## config.mk

```make
export PLATFORM = sky130hd
export DESIGN_NAME = sfb_flag_bank
export DESIGN_NICKNAME = d
export VERILOG_FILES = /design/src/core/sfb_pkg.sv /design/src/core/sfb_flag_bank.sv /design/src/core/sfb_repeat_timer.sv
export SDC_FILE = /design/constraint.sdc
export NUM_CORES = 1
export LEC_CHECK = 0
export ABC_AREA = 1
export BUFFER_PORTS_ARGS = -buffer_cell sky130_fd_sc_hd__buf_2
export CAP_MARGIN = 25
export CORE_MARGIN = 10
export CORE_UTILIZATION = 37
export DETAILED_ROUTE_END_ITERATION = 16
export MAX_ROUTING_LAYER = met4
export PLACE_DENSITY = 0.62
export REMOVE_ABC_BUFFERS = 1
export SYNTH_ARGS = -nofsm -noshare
export SYNTH_HDL_FRONTEND = slang
export SYNTH_SLANG_ARGS = --single-unit
```

## constraint.sdc

```tcl
create_clock -name clk -period 2.1 [get_ports clk]
set_clock_uncertainty 0.05 [all_clocks]
set_input_delay 0.315 -clock clk [delete_from_list [all_inputs] [get_ports clk]]
set_output_delay 0.315 -clock clk [all_outputs]
set_load 0.005 [all_outputs]
```

## src/core/sfb_pkg.sv

```systemverilog
// package: constants, register map and carrier types of the special flag bank
//
// Function
// - each of four interrupt inputs has a status flag that follows its enable
// - timer interrupt status flag follows the timer interrupt enable
// - receive cancel for serial ports 4, 5, 6 disables pending receives there
// - receive cancel for serial port 7 disables pending receives there
// - three client connections each have a receive cancel flag
// - eight server connections each have a receive cancel flag
// - word compare sets greater flag when first operand exceeds second
// - word compare sets equal flag when both operands are equal
// - word compare sets less flag when first operand is below second
// - interval compare sets greater flag when middle operand exceeds upper limit
// - interval compare sets equal flag when lower limit exceeds middle operand
// - interval compare sets less flag when middle lies strictly between limits
// - catch input edge copies that input level into its flag at once
// - at most one edge is captured per catch input per scan
// - network setting words take effect only when the update flag is set
// - sntp write flag copies sntp time to cartridge, repeating every 24 hours
// - each interrupt input has an edge select flag: set rising, clear falling
// - three maintenance server connections each show an in-use flag
// - three client connections each show an in-use flag
// - eight server connections each show an in-use flag
// - client disconnect flag closes its connection while that connection is in use
// - repeated sntp write stores the same seven calendar and clock words
package sfb_pkg;

    // ------------------------------------------------------------
    // register offsets (byte addresses)
    // ------------------------------------------------------------
    localparam logic [7:0] OFS_IRQ_STATUS = 8'h00;
    localparam logic [7:0] OFS_CMP_RESULT = 8'h04;
    localparam logic [7:0] OFS_CATCH = 8'h08;
    localparam logic [7:0] OFS_CANCEL = 8'h0C;
    localparam logic [7:0] OFS_CTRL = 8'h10;
    localparam logic [7:0] OFS_CONN = 8'h14;
    localparam logic [7:0] OFS_DISCONNECT = 8'h18;
    localparam logic [7:0] OFS_NET_WORDS = 8'h1C;

    // ------------------------------------------------------------
    // field positions
    // ------------------------------------------------------------
    localparam int POS_TIMER_IRQ = 4;
    localparam int POS_CMP_LESS = 0;
    localparam int POS_CMP_EQUAL = 1;
    localparam int POS_CMP_GREATER = 2;
    localparam int POS_CANCEL_SERIAL = 0;
    localparam int POS_CANCEL_CLIENT = 4;
    localparam int POS_CANCEL_SERVER = 7;
    localparam int POS_NET_UPDATE = 0;
    localparam int POS_SNTP_WRITE = 1;
    localparam int POS_EDGE_SEL = 2;
    localparam int POS_CONN_CLIENT = 3;
    localparam int POS_CONN_SERVER = 6;

    // ------------------------------------------------------------
    // sizes and reset values
    // ------------------------------------------------------------
    localparam int N_IRQ = 4;
    localparam int N_SERIAL = 4;
    localparam int N_MAINT = 3;
    localparam int N_CLIENT = 3;
    localparam int N_SERVER = 8;
    localparam int N_TIME_WORDS = 7;
    localparam int WORD_W = 16;
    localparam logic [31:0] RST_WORD = 32'h0000_0000;

    // ------------------------------------------------------------
    // timing: 24 hour sntp repeat at 200 MHz
    // ------------------------------------------------------------
    localparam longint unsigned CLK_HZ = 200_000_000;
    localparam longint unsigned SNTP_REPEAT_HOURS = 24;
    localparam longint unsigned SNTP_REPEAT_CYCLES = SNTP_REPEAT_HOURS * 64'd3600 * CLK_HZ;
    localparam int REPEAT_CNT_W = 48;

    // ------------------------------------------------------------
    // carriers
    // ------------------------------------------------------------
    typedef enum logic [0:0] {
        SFB_OP_WORD = 1'b0,
        SFB_OP_INTERVAL = 1'b1
    } sfb_cmp_op_t;

    typedef struct packed {
        logic valid;
        sfb_cmp_op_t op;
        logic [WORD_W-1:0] first_source_operand;
        logic [WORD_W-1:0] second_source_operand;
        logic [WORD_W-1:0] third_source_operand;
    } sfb_cmp_req_t;

    typedef struct packed {
        logic [N_MAINT-1:0] maint_server_in_use;
        logic [N_CLIENT-1:0] client_conn_in_use;
        logic [N_SERVER-1:0] server_conn_in_use;
    } sfb_conn_t;

    typedef struct packed {
        logic [N_SERIAL-1:0] serial;
        logic [N_CLIENT-1:0] client;
        logic [N_SERVER-1:0] server;
    } sfb_cancel_t;

    typedef logic [N_TIME_WORDS-1:0][WORD_W-1:0] sfb_time_words_t;

endpackage

```

## src/core/sfb_flag_bank.sv

```systemverilog
// module: special flag bank with apb register access
//
// Decided for this implementation: the address map and the APB interface to the registers.
`timescale 1ns/1ps
module sfb_flag_bank #(
    parameter longint unsigned REPEAT_CYCLES = sfb_pkg::SNTP_REPEAT_CYCLES
)
(
    // clock and reset
    input wire logic clk,
    input wire logic rst_n,
    // apb slave
    input wire logic psel,
    input wire logic penable,
    input wire logic pwrite,
    input wire logic [7:0] paddr,
    input wire logic [31:0] pwdata,
    output logic [31:0] prdata,
    output logic pready,
    output logic pslverr,
    // interrupt enable states from the cpu
    input wire logic [sfb_pkg::N_IRQ-1:0] irq_enable,
    input wire logic timer_irq_enable,
    // compare instruction execution
    input wire sfb_pkg::sfb_cmp_req_t cmp_req,
    // catch inputs and scan marker
    input wire logic [sfb_pkg::N_IRQ-1:0] catch_in,
    input wire logic scan_start,
    // connection states
    input wire sfb_pkg::sfb_conn_t conn_state,
    // sntp calendar and clock words
    input wire sfb_pkg::sfb_time_words_t sntp_time_words,
    // receive cancels and connection closes
    output sfb_pkg::sfb_cancel_t receive_cancel,
    output logic [sfb_pkg::N_CLIENT-1:0] client_close,
    // interrupt edge selection
    output logic [sfb_pkg::N_IRQ-1:0] irq_edge_select,
    // active network configuration
    output logic [31:0] net_config,
    output logic net_apply,
    // clock cartridge write port
    output logic cart_write,
    output sfb_pkg::sfb_time_words_t new_calendar_words
);

    // ------------------------------------------------------------
    // state
    // ------------------------------------------------------------
    logic [sfb_pkg::N_IRQ-1:0] irq_input_enable_status_r;
    logic timer_irq_enable_status_r;
    logic compare_greater_flag_r;
    logic compare_equal_flag_r;
    logic compare_less_flag_r;
    logic [sfb_pkg::N_IRQ-1:0] catch_input_level_flag_r;
    logic [sfb_pkg::N_IRQ-1:0] catch_prev_r;
    logic [sfb_pkg::N_IRQ-1:0] catch_taken_r;
    sfb_pkg::sfb_conn_t conn_r;
    logic [sfb_pkg::N_CLIENT-1:0] client_disconnect_request_r;
    logic sntp_clock_write_trigger_r;
    logic [31:0] network_setting_words_r;
    logic sntp_fire;
    logic wr_en;
    logic setup;
    logic [31:0] rd_nxt;
    logic map_hit;

    // ------------------------------------------------------------
    // helpers
    // ------------------------------------------------------------
    function automatic logic addr_known(input logic [7:0] a);
        addr_known = (a == sfb_pkg::OFS_IRQ_STATUS) || (a == sfb_pkg::OFS_CMP_RESULT)
            || (a == sfb_pkg::OFS_CATCH) || (a == sfb_pkg::OFS_CANCEL)
            || (a == sfb_pkg::OFS_CTRL) || (a == sfb_pkg::OFS_CONN)
            || (a == sfb_pkg::OFS_DISCONNECT) || (a == sfb_pkg::OFS_NET_WORDS);
    endfunction

    function automatic logic wr_hit(input logic [7:0] a, input logic [7:0] ofs, input logic en);
        wr_hit = en && (a == ofs);
    endfunction

    // ------------------------------------------------------------
    // apb slave: zero wait states, answer prepared in the setup cycle
    // ------------------------------------------------------------
    assign setup = psel && !penable;
    assign wr_en = psel && penable && pready && pwrite;
    assign map_hit = addr_known(paddr);

    always_comb
    begin
        rd_nxt = sfb_pkg::RST_WORD;
        unique case (paddr)
            sfb_pkg::OFS_IRQ_STATUS:
            begin
                rd_nxt[sfb_pkg::N_IRQ-1:0] = irq_input_enable_status_r;
                rd_nxt[sfb_pkg::POS_TIMER_IRQ] = timer_irq_enable_status_r;
            end
            sfb_pkg::OFS_CMP_RESULT:
            begin
                rd_nxt[sfb_pkg::POS_CMP_GREATER] = compare_greater_flag_r;
                rd_nxt[sfb_pkg::POS_CMP_EQUAL] = compare_equal_flag_r;
                rd_nxt[sfb_pkg::POS_CMP_LESS] = compare_less_flag_r;
            end
            sfb_pkg::OFS_CATCH:
                rd_nxt[sfb_pkg::N_IRQ-1:0] = catch_input_level_flag_r;
            sfb_pkg::OFS_CANCEL:
            begin
                rd_nxt[sfb_pkg::POS_CANCEL_SERIAL +: sfb_pkg::N_SERIAL] = receive_cancel.serial;
                rd_nxt[sfb_pkg::POS_CANCEL_CLIENT +: sfb_pkg::N_CLIENT] = receive_cancel.client;
                rd_nxt[sfb_pkg::POS_CANCEL_SERVER +: sfb_pkg::N_SERVER] = receive_cancel.server;
            end
            sfb_pkg::OFS_CTRL:
            begin
                rd_nxt[sfb_pkg::POS_SNTP_WRITE] = sntp_clock_write_trigger_r;
                rd_nxt[sfb_pkg::POS_EDGE_SEL +: sfb_pkg::N_IRQ] = irq_edge_select;
            end
            sfb_pkg::OFS_CONN:
            begin
                rd_nxt[sfb_pkg::N_MAINT-1:0] = conn_r.maint_server_in_use;
                rd_nxt[sfb_pkg::POS_CONN_CLIENT +: sfb_pkg::N_CLIENT] = conn_r.client_conn_in_use;
                rd_nxt[sfb_pkg::POS_CONN_SERVER +: sfb_pkg::N_SERVER] = conn_r.server_conn_in_use;
            end
            sfb_pkg::OFS_DISCONNECT:
                rd_nxt[sfb_pkg::N_CLIENT-1:0] = client_disconnect_request_r;
            sfb_pkg::OFS_NET_WORDS:
                rd_nxt = network_setting_words_r;
            default:
                rd_nxt = sfb_pkg::RST_WORD;
        endcase
    end

    always_ff @(posedge clk)
    begin
        if (!rst_n)
        begin
            pready <= 1'b0;
            pslverr <= 1'b0;
            prdata <= sfb_pkg::RST_WORD;
        end
        else if (setup)
        begin
            pready <= 1'b1;
            pslverr <= !map_hit;
            prdata <= pwrite ? sfb_pkg::RST_WORD : rd_nxt;
        end
        else
        begin
            pready <= 1'b0;
            pslverr <= 1'b0;
            prdata <= sfb_pkg::RST_WORD;
        end
    end

    // ------------------------------------------------------------
    // interrupt enable status
    // ------------------------------------------------------------
    always_ff @(posedge clk)
    begin
        if (!rst_n)
        begin
            irq_input_enable_status_r <= '0;
            timer_irq_enable_status_r <= 1'b0;
        end
        else
        begin
            irq_input_enable_status_r <= irq_enable;
            timer_irq_enable_status_r <= timer_irq_enable;
        end
    end

    // ------------------------------------------------------------
    // compare results
    // ------------------------------------------------------------
    // each execution rewrites all three flags so a stale result never lingers
    always_ff @(posedge clk)
    begin
        if (!rst_n)
        begin
            compare_greater_flag_r <= 1'b0;
            compare_equal_flag_r <= 1'b0;
            compare_less_flag_r <= 1'b0;
        end
        else if (cmp_req.valid && cmp_req.op == sfb_pkg::SFB_OP_WORD)
        begin
            compare_greater_flag_r <= cmp_req.first_source_operand > cmp_req.second_source_operand;
            compare_equal_flag_r <= cmp_req.first_source_operand == cmp_req.second_source_operand;
            compare_less_flag_r <= cmp_req.first_source_operand < cmp_req.second_source_operand;
        end
        else if (cmp_req.valid)
        begin
            compare_greater_flag_r <= cmp_req.second_source_operand > cmp_req.first_source_operand;
            compare_equal_flag_r <= cmp_req.third_source_operand > cmp_req.second_source_operand;
            compare_less_flag_r <= (cmp_req.second_source_operand < cmp_req.first_source_operand)
                && (cmp_req.second_source_operand > cmp_req.third_source_operand);
        end
    end

    // ------------------------------------------------------------
    // catch inputs
    // ------------------------------------------------------------
    always_ff @(posedge clk)
    begin
        if (!rst_n)
            catch_prev_r <= '0;
        else
            catch_prev_r <= catch_in;
    end

    // an edge in the scan_start cycle opens the new scan and is still taken
    always_ff @(posedge clk)
    begin
        if (!rst_n)
        begin
            catch_input_level_flag_r <= '0;
            catch_taken_r <= '0;
        end
        else
        begin
            for (int i = 0; i < sfb_pkg::N_IRQ; i++)
            begin
                if ((catch_in[i] != catch_prev_r[i]) && (scan_start || !catch_taken_r[i]))
                begin
                    catch_input_level_flag_r[i] <= catch_in[i];
                    catch_taken_r[i] <= 1'b1;
                end
                else if (scan_start)
                    catch_taken_r[i] <= 1'b0;
            end
        end
    end

    // ------------------------------------------------------------
    // connection status
    // ------------------------------------------------------------
    always_ff @(posedge clk)
    begin
        if (!rst_n)
            conn_r <= '0;
        else
        begin
            conn_r.maint_server_in_use <= conn_state.maint_server_in_use;
            conn_r.client_conn_in_use <= conn_state.client_conn_in_use;
            conn_r.server_conn_in_use <= conn_state.server_conn_in_use;
        end
    end

    // ------------------------------------------------------------
    // receive cancel flags: level, held until software clears them
    // ------------------------------------------------------------
    always_ff @(posedge clk)
    begin
        if (!rst_n)
            receive_cancel <= '0;
        else if (wr_hit(paddr, sfb_pkg::OFS_CANCEL, wr_en))
        begin
            receive_cancel.serial <= pwdata[sfb_pkg::POS_CANCEL_SERIAL +: sfb_pkg::N_SERIAL];
            receive_cancel.client <= pwdata[sfb_pkg::POS_CANCEL_CLIENT +: sfb_pkg::N_CLIENT];
            receive_cancel.server <= pwdata[sfb_pkg::POS_CANCEL_SERVER +: sfb_pkg::N_SERVER];
        end
    end

    // ------------------------------------------------------------
    // client disconnect
    // ------------------------------------------------------------
    always_ff @(posedge clk)
    begin
        if (!rst_n)
            client_disconnect_request_r <= '0;
        else if (wr_hit(paddr, sfb_pkg::OFS_DISCONNECT, wr_en))
            client_disconnect_request_r <= pwdata[sfb_pkg::N_CLIENT-1:0];
    end

    // a request against an idle connection does nothing
    always_ff @(posedge clk)
    begin
        if (!rst_n)
            client_close <= '0;
        else
            client_close <= client_disconnect_request_r & conn_r.client_conn_in_use;
    end

    // ------------------------------------------------------------
    // control: edge select, sntp write flag, network update
    // ------------------------------------------------------------
    always_ff @(posedge clk)
    begin
        if (!rst_n)
        begin
            irq_edge_select <= '0;
            sntp_clock_write_trigger_r <= 1'b0;
        end
        else if (wr_hit(paddr, sfb_pkg::OFS_CTRL, wr_en))
        begin
            irq_edge_select <= pwdata[sfb_pkg::POS_EDGE_SEL +: sfb_pkg::N_IRQ];
            sntp_clock_write_trigger_r <= pwdata[sfb_pkg::POS_SNTP_WRITE];
        end
    end

    always_ff @(posedge clk)
    begin
        if (!rst_n)
            network_setting_words_r <= sfb_pkg::RST_WORD;
        else if (wr_hit(paddr, sfb_pkg::OFS_NET_WORDS, wr_en))
            network_setting_words_r <= pwdata;
    end

    // the update flag is a one-shot: it never reads back as set
    always_ff @(posedge clk)
    begin
        if (!rst_n)
        begin
            net_apply <= 1'b0;
            net_config <= sfb_pkg::RST_WORD;
        end
        else
        begin
            net_apply <= wr_hit(paddr, sfb_pkg::OFS_CTRL, wr_en) && pwdata[sfb_pkg::POS_NET_UPDATE];
            if (net_apply)
                net_config <= network_setting_words_r;
        end
    end

    // ------------------------------------------------------------
    // sntp calendar and clock copy to the cartridge
    // ------------------------------------------------------------
    sfb_repeat_timer #(
        .REPEAT_CYCLES(REPEAT_CYCLES)
    ) u_repeat (
        .clk(clk),
        .rst_n(rst_n),
        .arm(sntp_clock_write_trigger_r),
        .fire(sntp_fire)
    );

    // all seven words are latched together so the cartridge never sees a torn time
    always_ff @(posedge clk)
    begin
        if (!rst_n)
        begin
            cart_write <= 1'b0;
            new_calendar_words <= '0;
        end
        else
        begin
            cart_write <= sntp_fire;
            if (sntp_fire)
                new_calendar_words <= sntp_time_words;
        end
    end

endmodule

```

## src/core/sfb_repeat_timer.sv

```systemverilog
// module: trigger pulse on arm and then once every repeat period while armed
`timescale 1ns/1ps
module sfb_repeat_timer #(
    parameter longint unsigned REPEAT_CYCLES = sfb_pkg::SNTP_REPEAT_CYCLES
)
(
    // clock and reset
    input wire logic clk,
    input wire logic rst_n,
    // control
    input wire logic arm,
    // event
    output logic fire
);

    logic arm_d_r;
    logic [sfb_pkg::REPEAT_CNT_W-1:0] cnt_r;
    logic wrap;

    assign wrap = (cnt_r == sfb_pkg::REPEAT_CNT_W'(REPEAT_CYCLES - 64'd1));

    always_ff @(posedge clk)
    begin
        if (!rst_n)
            arm_d_r <= 1'b0;
        else
            arm_d_r <= arm;
    end

    // counter restarts on every arm so the period runs from the first copy
    always_ff @(posedge clk)
    begin
        if (!rst_n || !arm || !arm_d_r || wrap)
            cnt_r <= '0;
        else
            cnt_r <= cnt_r + 1'b1;
    end

    always_ff @(posedge clk)
    begin
        if (!rst_n)
            fire <= 1'b0;
        else
            fire <= arm && (!arm_d_r || wrap);
    end

endmodule

```

==> results.yml, run 1 <==
run_status:
  status: "finished clean"
global_routing:
  grt_pass1_wl_mm: 75.3
  grt_max_degree: 161
  gr-total-overflow: 0
  first_global_vias: 13687
  antenna_found_initial: 4
  track_usage_pct: 21.7
sta:
  drv_slew: 0
  worstMarginPinSlew_ns: 0.711
  fmax_mhz: 530
  setup_violations: 0
  hold_viol: 0
  period_share_pct: 89.9
  rsz0062_at_grt: "false"
  slew_headroom_pct: 52.6
  fin_crit_ns: 1.89
  worst_slack_ns: 0.213
routing:
  drt-pass1-iter-count: 5
  vias: 13600
  routed_wl_mm: 47.6
  drt_iter0_markers: 924
  postRouteAntennaNets: 0
  via_per_inst: 4.86
  drt-wirelength-per-cell_um: 17.0
  drc: 0
pwr:
  irDropWorstVdd_v: 0.000547
  p_leak_nw: 8.78
  power.density_mw_per_mm2: 743
  total_power_mw: 13.6
floorplan:
  dieWidth_um: 207
  floorplan.initialDensity_pct: 37.5
  io_pins: 433
  die_area_sq_mm: 0.0429
  fp.dieH_um: 207
  core_area_sq_mm: 0.0345
  row_count: 68
clock_network:
  clock_path_buffers: 3
  htreeDepth: 2
  cts_buffers: 36
  cts_root_buf: "clkbuf_16"
  cts_setup_buffers: 0
  numClockSinks: 322
  clk_latency_ns: 0.52
  cts_tree: "yes"
  path_clk_slew_ns: 0.06
logic_synthesis:
  async_flop_share_pct: 0
  yosysWarnings: 0
  syn_area_per_cell_sq_um: 7.41
  synth_top_area_share_pct: 49.8
  synth_area_leaders: "dfxtp_1, nor2_1, o21ai_0"
  synth_commonest_cells: "nor2_1, dfxtp_1, nand2_1"
  syn_area_sq_mm: 0.0129
  synth_edf_count: 0
  synth_most_common_cell: "nor2_1"
  ys_seq_area_share_pct: 49.8
  ys_types: 33
  syn_inst: 1748
  synth_ff_type: "dfxtp_1"
  ys_ff_latch: 322
  yosysTopAreaCell: "dfxtp_1"
placement:
  routabilityCongestion: 0.948
  io_buffers: 432
  hpwl_mm: 34.7
  dp_slack_ns: 0.172
worst_setup_path:
  crit_fanout: 5
  start_kind: "flip-flop"
  cp-end-kind: "flip-flop"
  cp.arrival_ns: 2.28
  worst-setup-path-type: "reg2reg"
  crit_required_ns: 2.49
layout:
  multi_input_area_sq_mm: 0.00542
  drive_above_1_share_pct: 23.3
  ff_latch_area_sq_mm: 0.00645
  fin_nets: 2578
  fillCellCount: 3288
  area_delta_synth_final_pct: 41.5
run:
  maxCapViolations: 0
worst_hold_path:
  worst_hold_path_type: "in2reg"
## state kept, by name, summed over array words and instances (netlist names), 4 cells and up
register,count
prdata,32
u_repeat.cnt_r,48
catch_input_level_flag_r,4
catch_prev_r,4
conn_r,14
receive_cancel,15
network_setting_words_r,32
new_calendar_words,112
irq_input_enable_status_r,4
catch_taken_r,4
irq_edge_select,4
net_config,32
## path summary, 6_finish.rpt
path	start	end	slack, ns	depth (start not counted)
hold / removal	sntp_time_words[110]	new_calendar_words[110]	0.007	3
hold reg to reg	network_setting_words_r[16]	prdata[16]	0.41	2
setup reg to reg	u_repeat.cnt_r[0]	u_repeat.cnt_r[30]	0.21	10
setup / recovery	u_repeat.cnt_r[0]	u_repeat.cnt_r[30]	0.21	10
## critical path, cell delays in order, from the launching register on
cell,delay [ns]
dfxtp_1,0.33
ha_1,0.22
inv_2,0.08
nor3_4,0.14
inv_2,0.08
nor2_4,0.13
inv_1,0.08
nor2_1,0.25
nand2_1,0.12
or2_0,0.22
a21oi_1,0.11
## what timing repair did
action	CTS	global route
setup endpoints to repair	0	2
resized for setup	0	1
endpoints found under the hold margin	136	0
hold buffers	135	0
## power by group
group / internal (mW) / switching (mW)
Sequential: 6.15 / 0.0158
Combinational: 0.434 / 0.347
Clock: 4.11 / 2.56
Total: 10.7 / 2.92
## placed cells by master (no fill, tap or decap), types with 36 or more instances in the layout
cell / instances
dlygate4sd3_1: 135
inv_1: 199
o21ai_0: 226
a21oi_1: 133
buf_2: 431
clkbuf_16: 36
nor2_1: 362
dfxtp_1: 320
nand3_1: 54
nand2_1: 230
## layer usage
metal | wire length, um | vias up | GRT usage [%] | part of all wire (%)
met1 | 20500 | 6228 | 26.8 | 43
met2 | 22300 | 550 | 35.2 | 47
met4 | 1580 | 0 | 7.70 | 3.3
met3 | 3160 | 79 | 3.90 | 6.6
met5 | 0 | - | - | 0
li1 | - | 6743 | - | -
## cells by family (layout without fill, tap and decap cells)
logic type | Yosys count | after routing | share of synthesized area, %
adder cells (fa/ha/maj) | 33 | 33 | 3.19
buffers and inverters | 282 | 875 | 8.40
AO/OA/AOI/OAI | 377 | 377 | 14.9
AND/OR/NAND/NOR | 719 | 719 | 22.8
XOR/XNOR | 15 | 15 | 1.01
flip-flops | 322 | 322 | 49.8
other | 0 | 4 | 0
## area by class of cell
class / instances / share of cell area (%)
inverter: 207 / 4.24
clock buffer: 51 / 5.72
timing repair buffer: 603 / 21.0
multi-input combinational: 1144 / 29.6
sequential: 322 / 35.2
antenna: 4 / 0.0546
tap: 455 / 3.11
clock inverter: 14 / 1.17
## metrics by stage
stage	setup TNS [ns]	instances	instance area, sq um	hold slack [ns]	utilization, %
CTS	0	2796	18300	0.00119	53.0
global placement	0	2596	15700	0.396	45.4
finish	0	2800	18300	0.00669	53.0
floorplan	-207.91	1673	12600	0.356	-
global route	0	2800	18300	0.0108	53.0
detailed placement	0	2596	15700	0.399	45.4
Note: power is estimated with default switching activity, not from simulation.
==> inputs of run 2 (changes only) <==
--- a/config.mk
+++ b/config.mk
@@ -13,7 +13,6 @@
 export DETAILED_ROUTE_END_ITERATION = 16
 export MAX_ROUTING_LAYER = met4
 export PLACE_DENSITY = 0.62
-export REMOVE_ABC_BUFFERS = 1
 export SYNTH_ARGS = -nofsm -noshare
 export SYNTH_HDL_FRONTEND = slang
 export SYNTH_SLANG_ARGS = --single-unit
==> run 2 against run 1 <==
  * Sequential share of layout area increased by 0.27 points
  * Global-route usage decreased by 0.19 points
  * Clock-buffer cell count increased by 1
  * Register-to-register slack got worse by 0.03 ns
  * Cell count decreased by 0.29%
  * First-iteration DRC count decreased by 9.5%
==> results.yml, run 2 (synthesized netlist as in run 1, its figures left out) <==
run_status:
  status: "finished clean"
layout:
  fillCellCount: 3275
  final_cell_area_sq_mm: 0.0182
  ff_latch_area_sq_mm: 0.00645
  final_cell_mix: "buf_2, nor2_1, dfxtp_1"
  regMostFlops: "new_calendar_words"
  largest_reg_flops: 112
  multi_input_area_sq_mm: 0.00542
  final_common_cell: "buf_2"
  fin_nets: 2573
  drive_above_1_share_pct: 22.8
  reg.largest.list: "new_calendar_words (112), u_repeat.cnt_r (48)"
  area_delta_synth_final_pct: 40.5
clock_network:
  cts_tree: "yes"
  cts_root_buf: "clkbuf_16"
  cts_setup_buffers: 0
  clock_path_buffers: 3
  cts_buffers: 36
  path_clk_slew_ns: 0.06
  numClockSinks: 322
  htreeDepth: 2
  clk_latency_ns: 0.52
pwr:
  p_leak_nw: 8.68
  power.density_mw_per_mm2: 713
  irDropWorstVdd_v: 0.000525
sta:
  setup_tns_ns: 0
  drv_slew: 0
  fin_crit_ns: 1.91
  fmax_mhz: 523
  period_share_pct: 91.1
  worstMarginPinSlew_ns: 0.695
  slew_headroom_pct: 53.6
  rsz0062_at_grt: "false"
  hold_viol: 0
  setup_violations: 0
worst_setup_path:
  worst-setup-path-type: "reg2reg"
  critPathMaxStageDelay_ns: 0.46
  crit_required_ns: 2.45
  crit_path_top_delay_cell: "nor2_1"
  startpoint: "u_repeat.cnt_r[8]"
  path_cells: "nand2_1, nor3_1, nand3_1, nor2_1, nand2_1, xor2_1, nor2_1"
  crit_fanout: 4
  reg2reg_from: "u_repeat.cnt_r[8]"
  cp-end-kind: "flip-flop"
  path_delay_family: "simple AND/OR/NAND/NOR gates"
  path_buf_inv: 0
  cp.arrival_ns: 2.27
  start_kind: "flip-flop"
floorplan:
  fp.dieH_um: 207
  die_area_sq_mm: 0.0429
  core_area_sq_mm: 0.0345
  io_pins: 433
  row_count: 68
  floorplan.initialDensity_pct: 37.5
  dieWidth_um: 207
worst_hold_path:
  worst_hold_path_type: "in2reg"
  min_from: "sntp_time_words[17]"
placement:
  hpwl_mm: 34.4
  io_buffers: 432
  place_area_sq_mm: 0.0157
  routabilityCongestion: 0.930
global_routing:
  first_global_vias: 13762
  track_usage_pct: 21.6
  grt_pass1_wl_mm: 74.5
  gr-total-overflow: 0
  grt_max_degree: 123
  grtUsageMet2_pct: 35.1
  antenna_found_initial: 5
  grtUsageMet1_pct: 25.4
  busiest_layer: "met2"
  use_met3_pct: 4.54
routing:
  drc: 0
  drt-pass1-iter-count: 5
  routed_wl_mm: 47.4
  drt_iter0_markers: 836
  via_per_inst: 4.89
  drt-wirelength-per-cell_um: 17.0
  vias: 13658
  postRouteAntennaNets: 0
run:
  maxCapViolations: 0
logic_synthesis:
  syn_nets: 2012
## run 2: cell count changes in the layout (fill, tap and decap cells not counted), sizes merged
| cell | before | now |
|---|---|---|
| dlygate4sd3 | 135 | 133 |
| diode | 4 | 6 |
| clkinv | 10 | 7 |
| clkbuf | 51 | 52 |
| buf | 468 | 465 |
| inv | 206 | 204 |
| clkinvlp | 0 | 3 |
| bufinv | 5 | 1 |
## run 2: cell type report
cell class | instances | area share [%]
clock buffer | 52 | 5.56
timing repair buffer | 598 | 21.1
inverter | 207 | 4.28
clock inverter | 8 | 0.585
sequential | 322 | 35.5
antenna | 6 | 0.0825
multi-input combinational | 1144 | 29.8
tap | 455 | 3.13
## run 2: what timing repair did
action | 4_1_cts | 5_1_grt
resized for setup | 0 | 0
hold buffers | 133 | 0
hold endpoints to repair | 134 | 0
setup endpoints to repair | 0 | 0
## run 2: power by group
part           leakage (nW)  switching, mW  internal [mW]
clock network         0.532           2.53           3.48
registers              2.60         0.0156           6.15
logic                  5.54          0.355          0.432
total                  8.68           2.90           10.1
## run 2: per-layer routing
metal	wire (um)	up-vias	part of all wire, %
met2	22200	531	47
met5	0	-	0
met4	1850	0	3.9
met1	20100	6278	42
li1	-	6735	-
met3	3200	114	6.8
## run 2: through the flow
stage / power, mW / std cells / hold slack, ns / utilization, % / worst slack (ns)
after floorplan: 6.56 / 1748 / 0.356 / - / 0.179
after global placement: 6.87 / 2593 / 0.395 / 45.5 / 0.0866
after detailed placement: 6.88 / 2593 / 0.394 / 45.5 / 0.0846
after CTS: 13.1 / 2786 / 0.000963 / 52.6 / 0.233
after global routing: 13.4 / 2791 / 0.00397 / 52.7 / 0.0252
final: 13.0 / 2792 / 0.0101 / 52.7 / 0.187
## run 2: worst paths after layout
| check | endpoint | slack (ns) | cells after the start |
|---|---|---|---|
| worst max-delay path | u_repeat.cnt_r[28] | 0.19 | 7 |
| worst min-delay path | new_calendar_words[17] | 0.01 | 3 |
| worst max register to register | u_repeat.cnt_r[28] | 0.19 | 7 |
| worst min register to register | client_close[1] | 0.41 | 2 |
## run 2: worst min-delay path: stages
cell and delay (ns):
buf_2 0.09, nor2_1 0.04, nor2_1 0.09
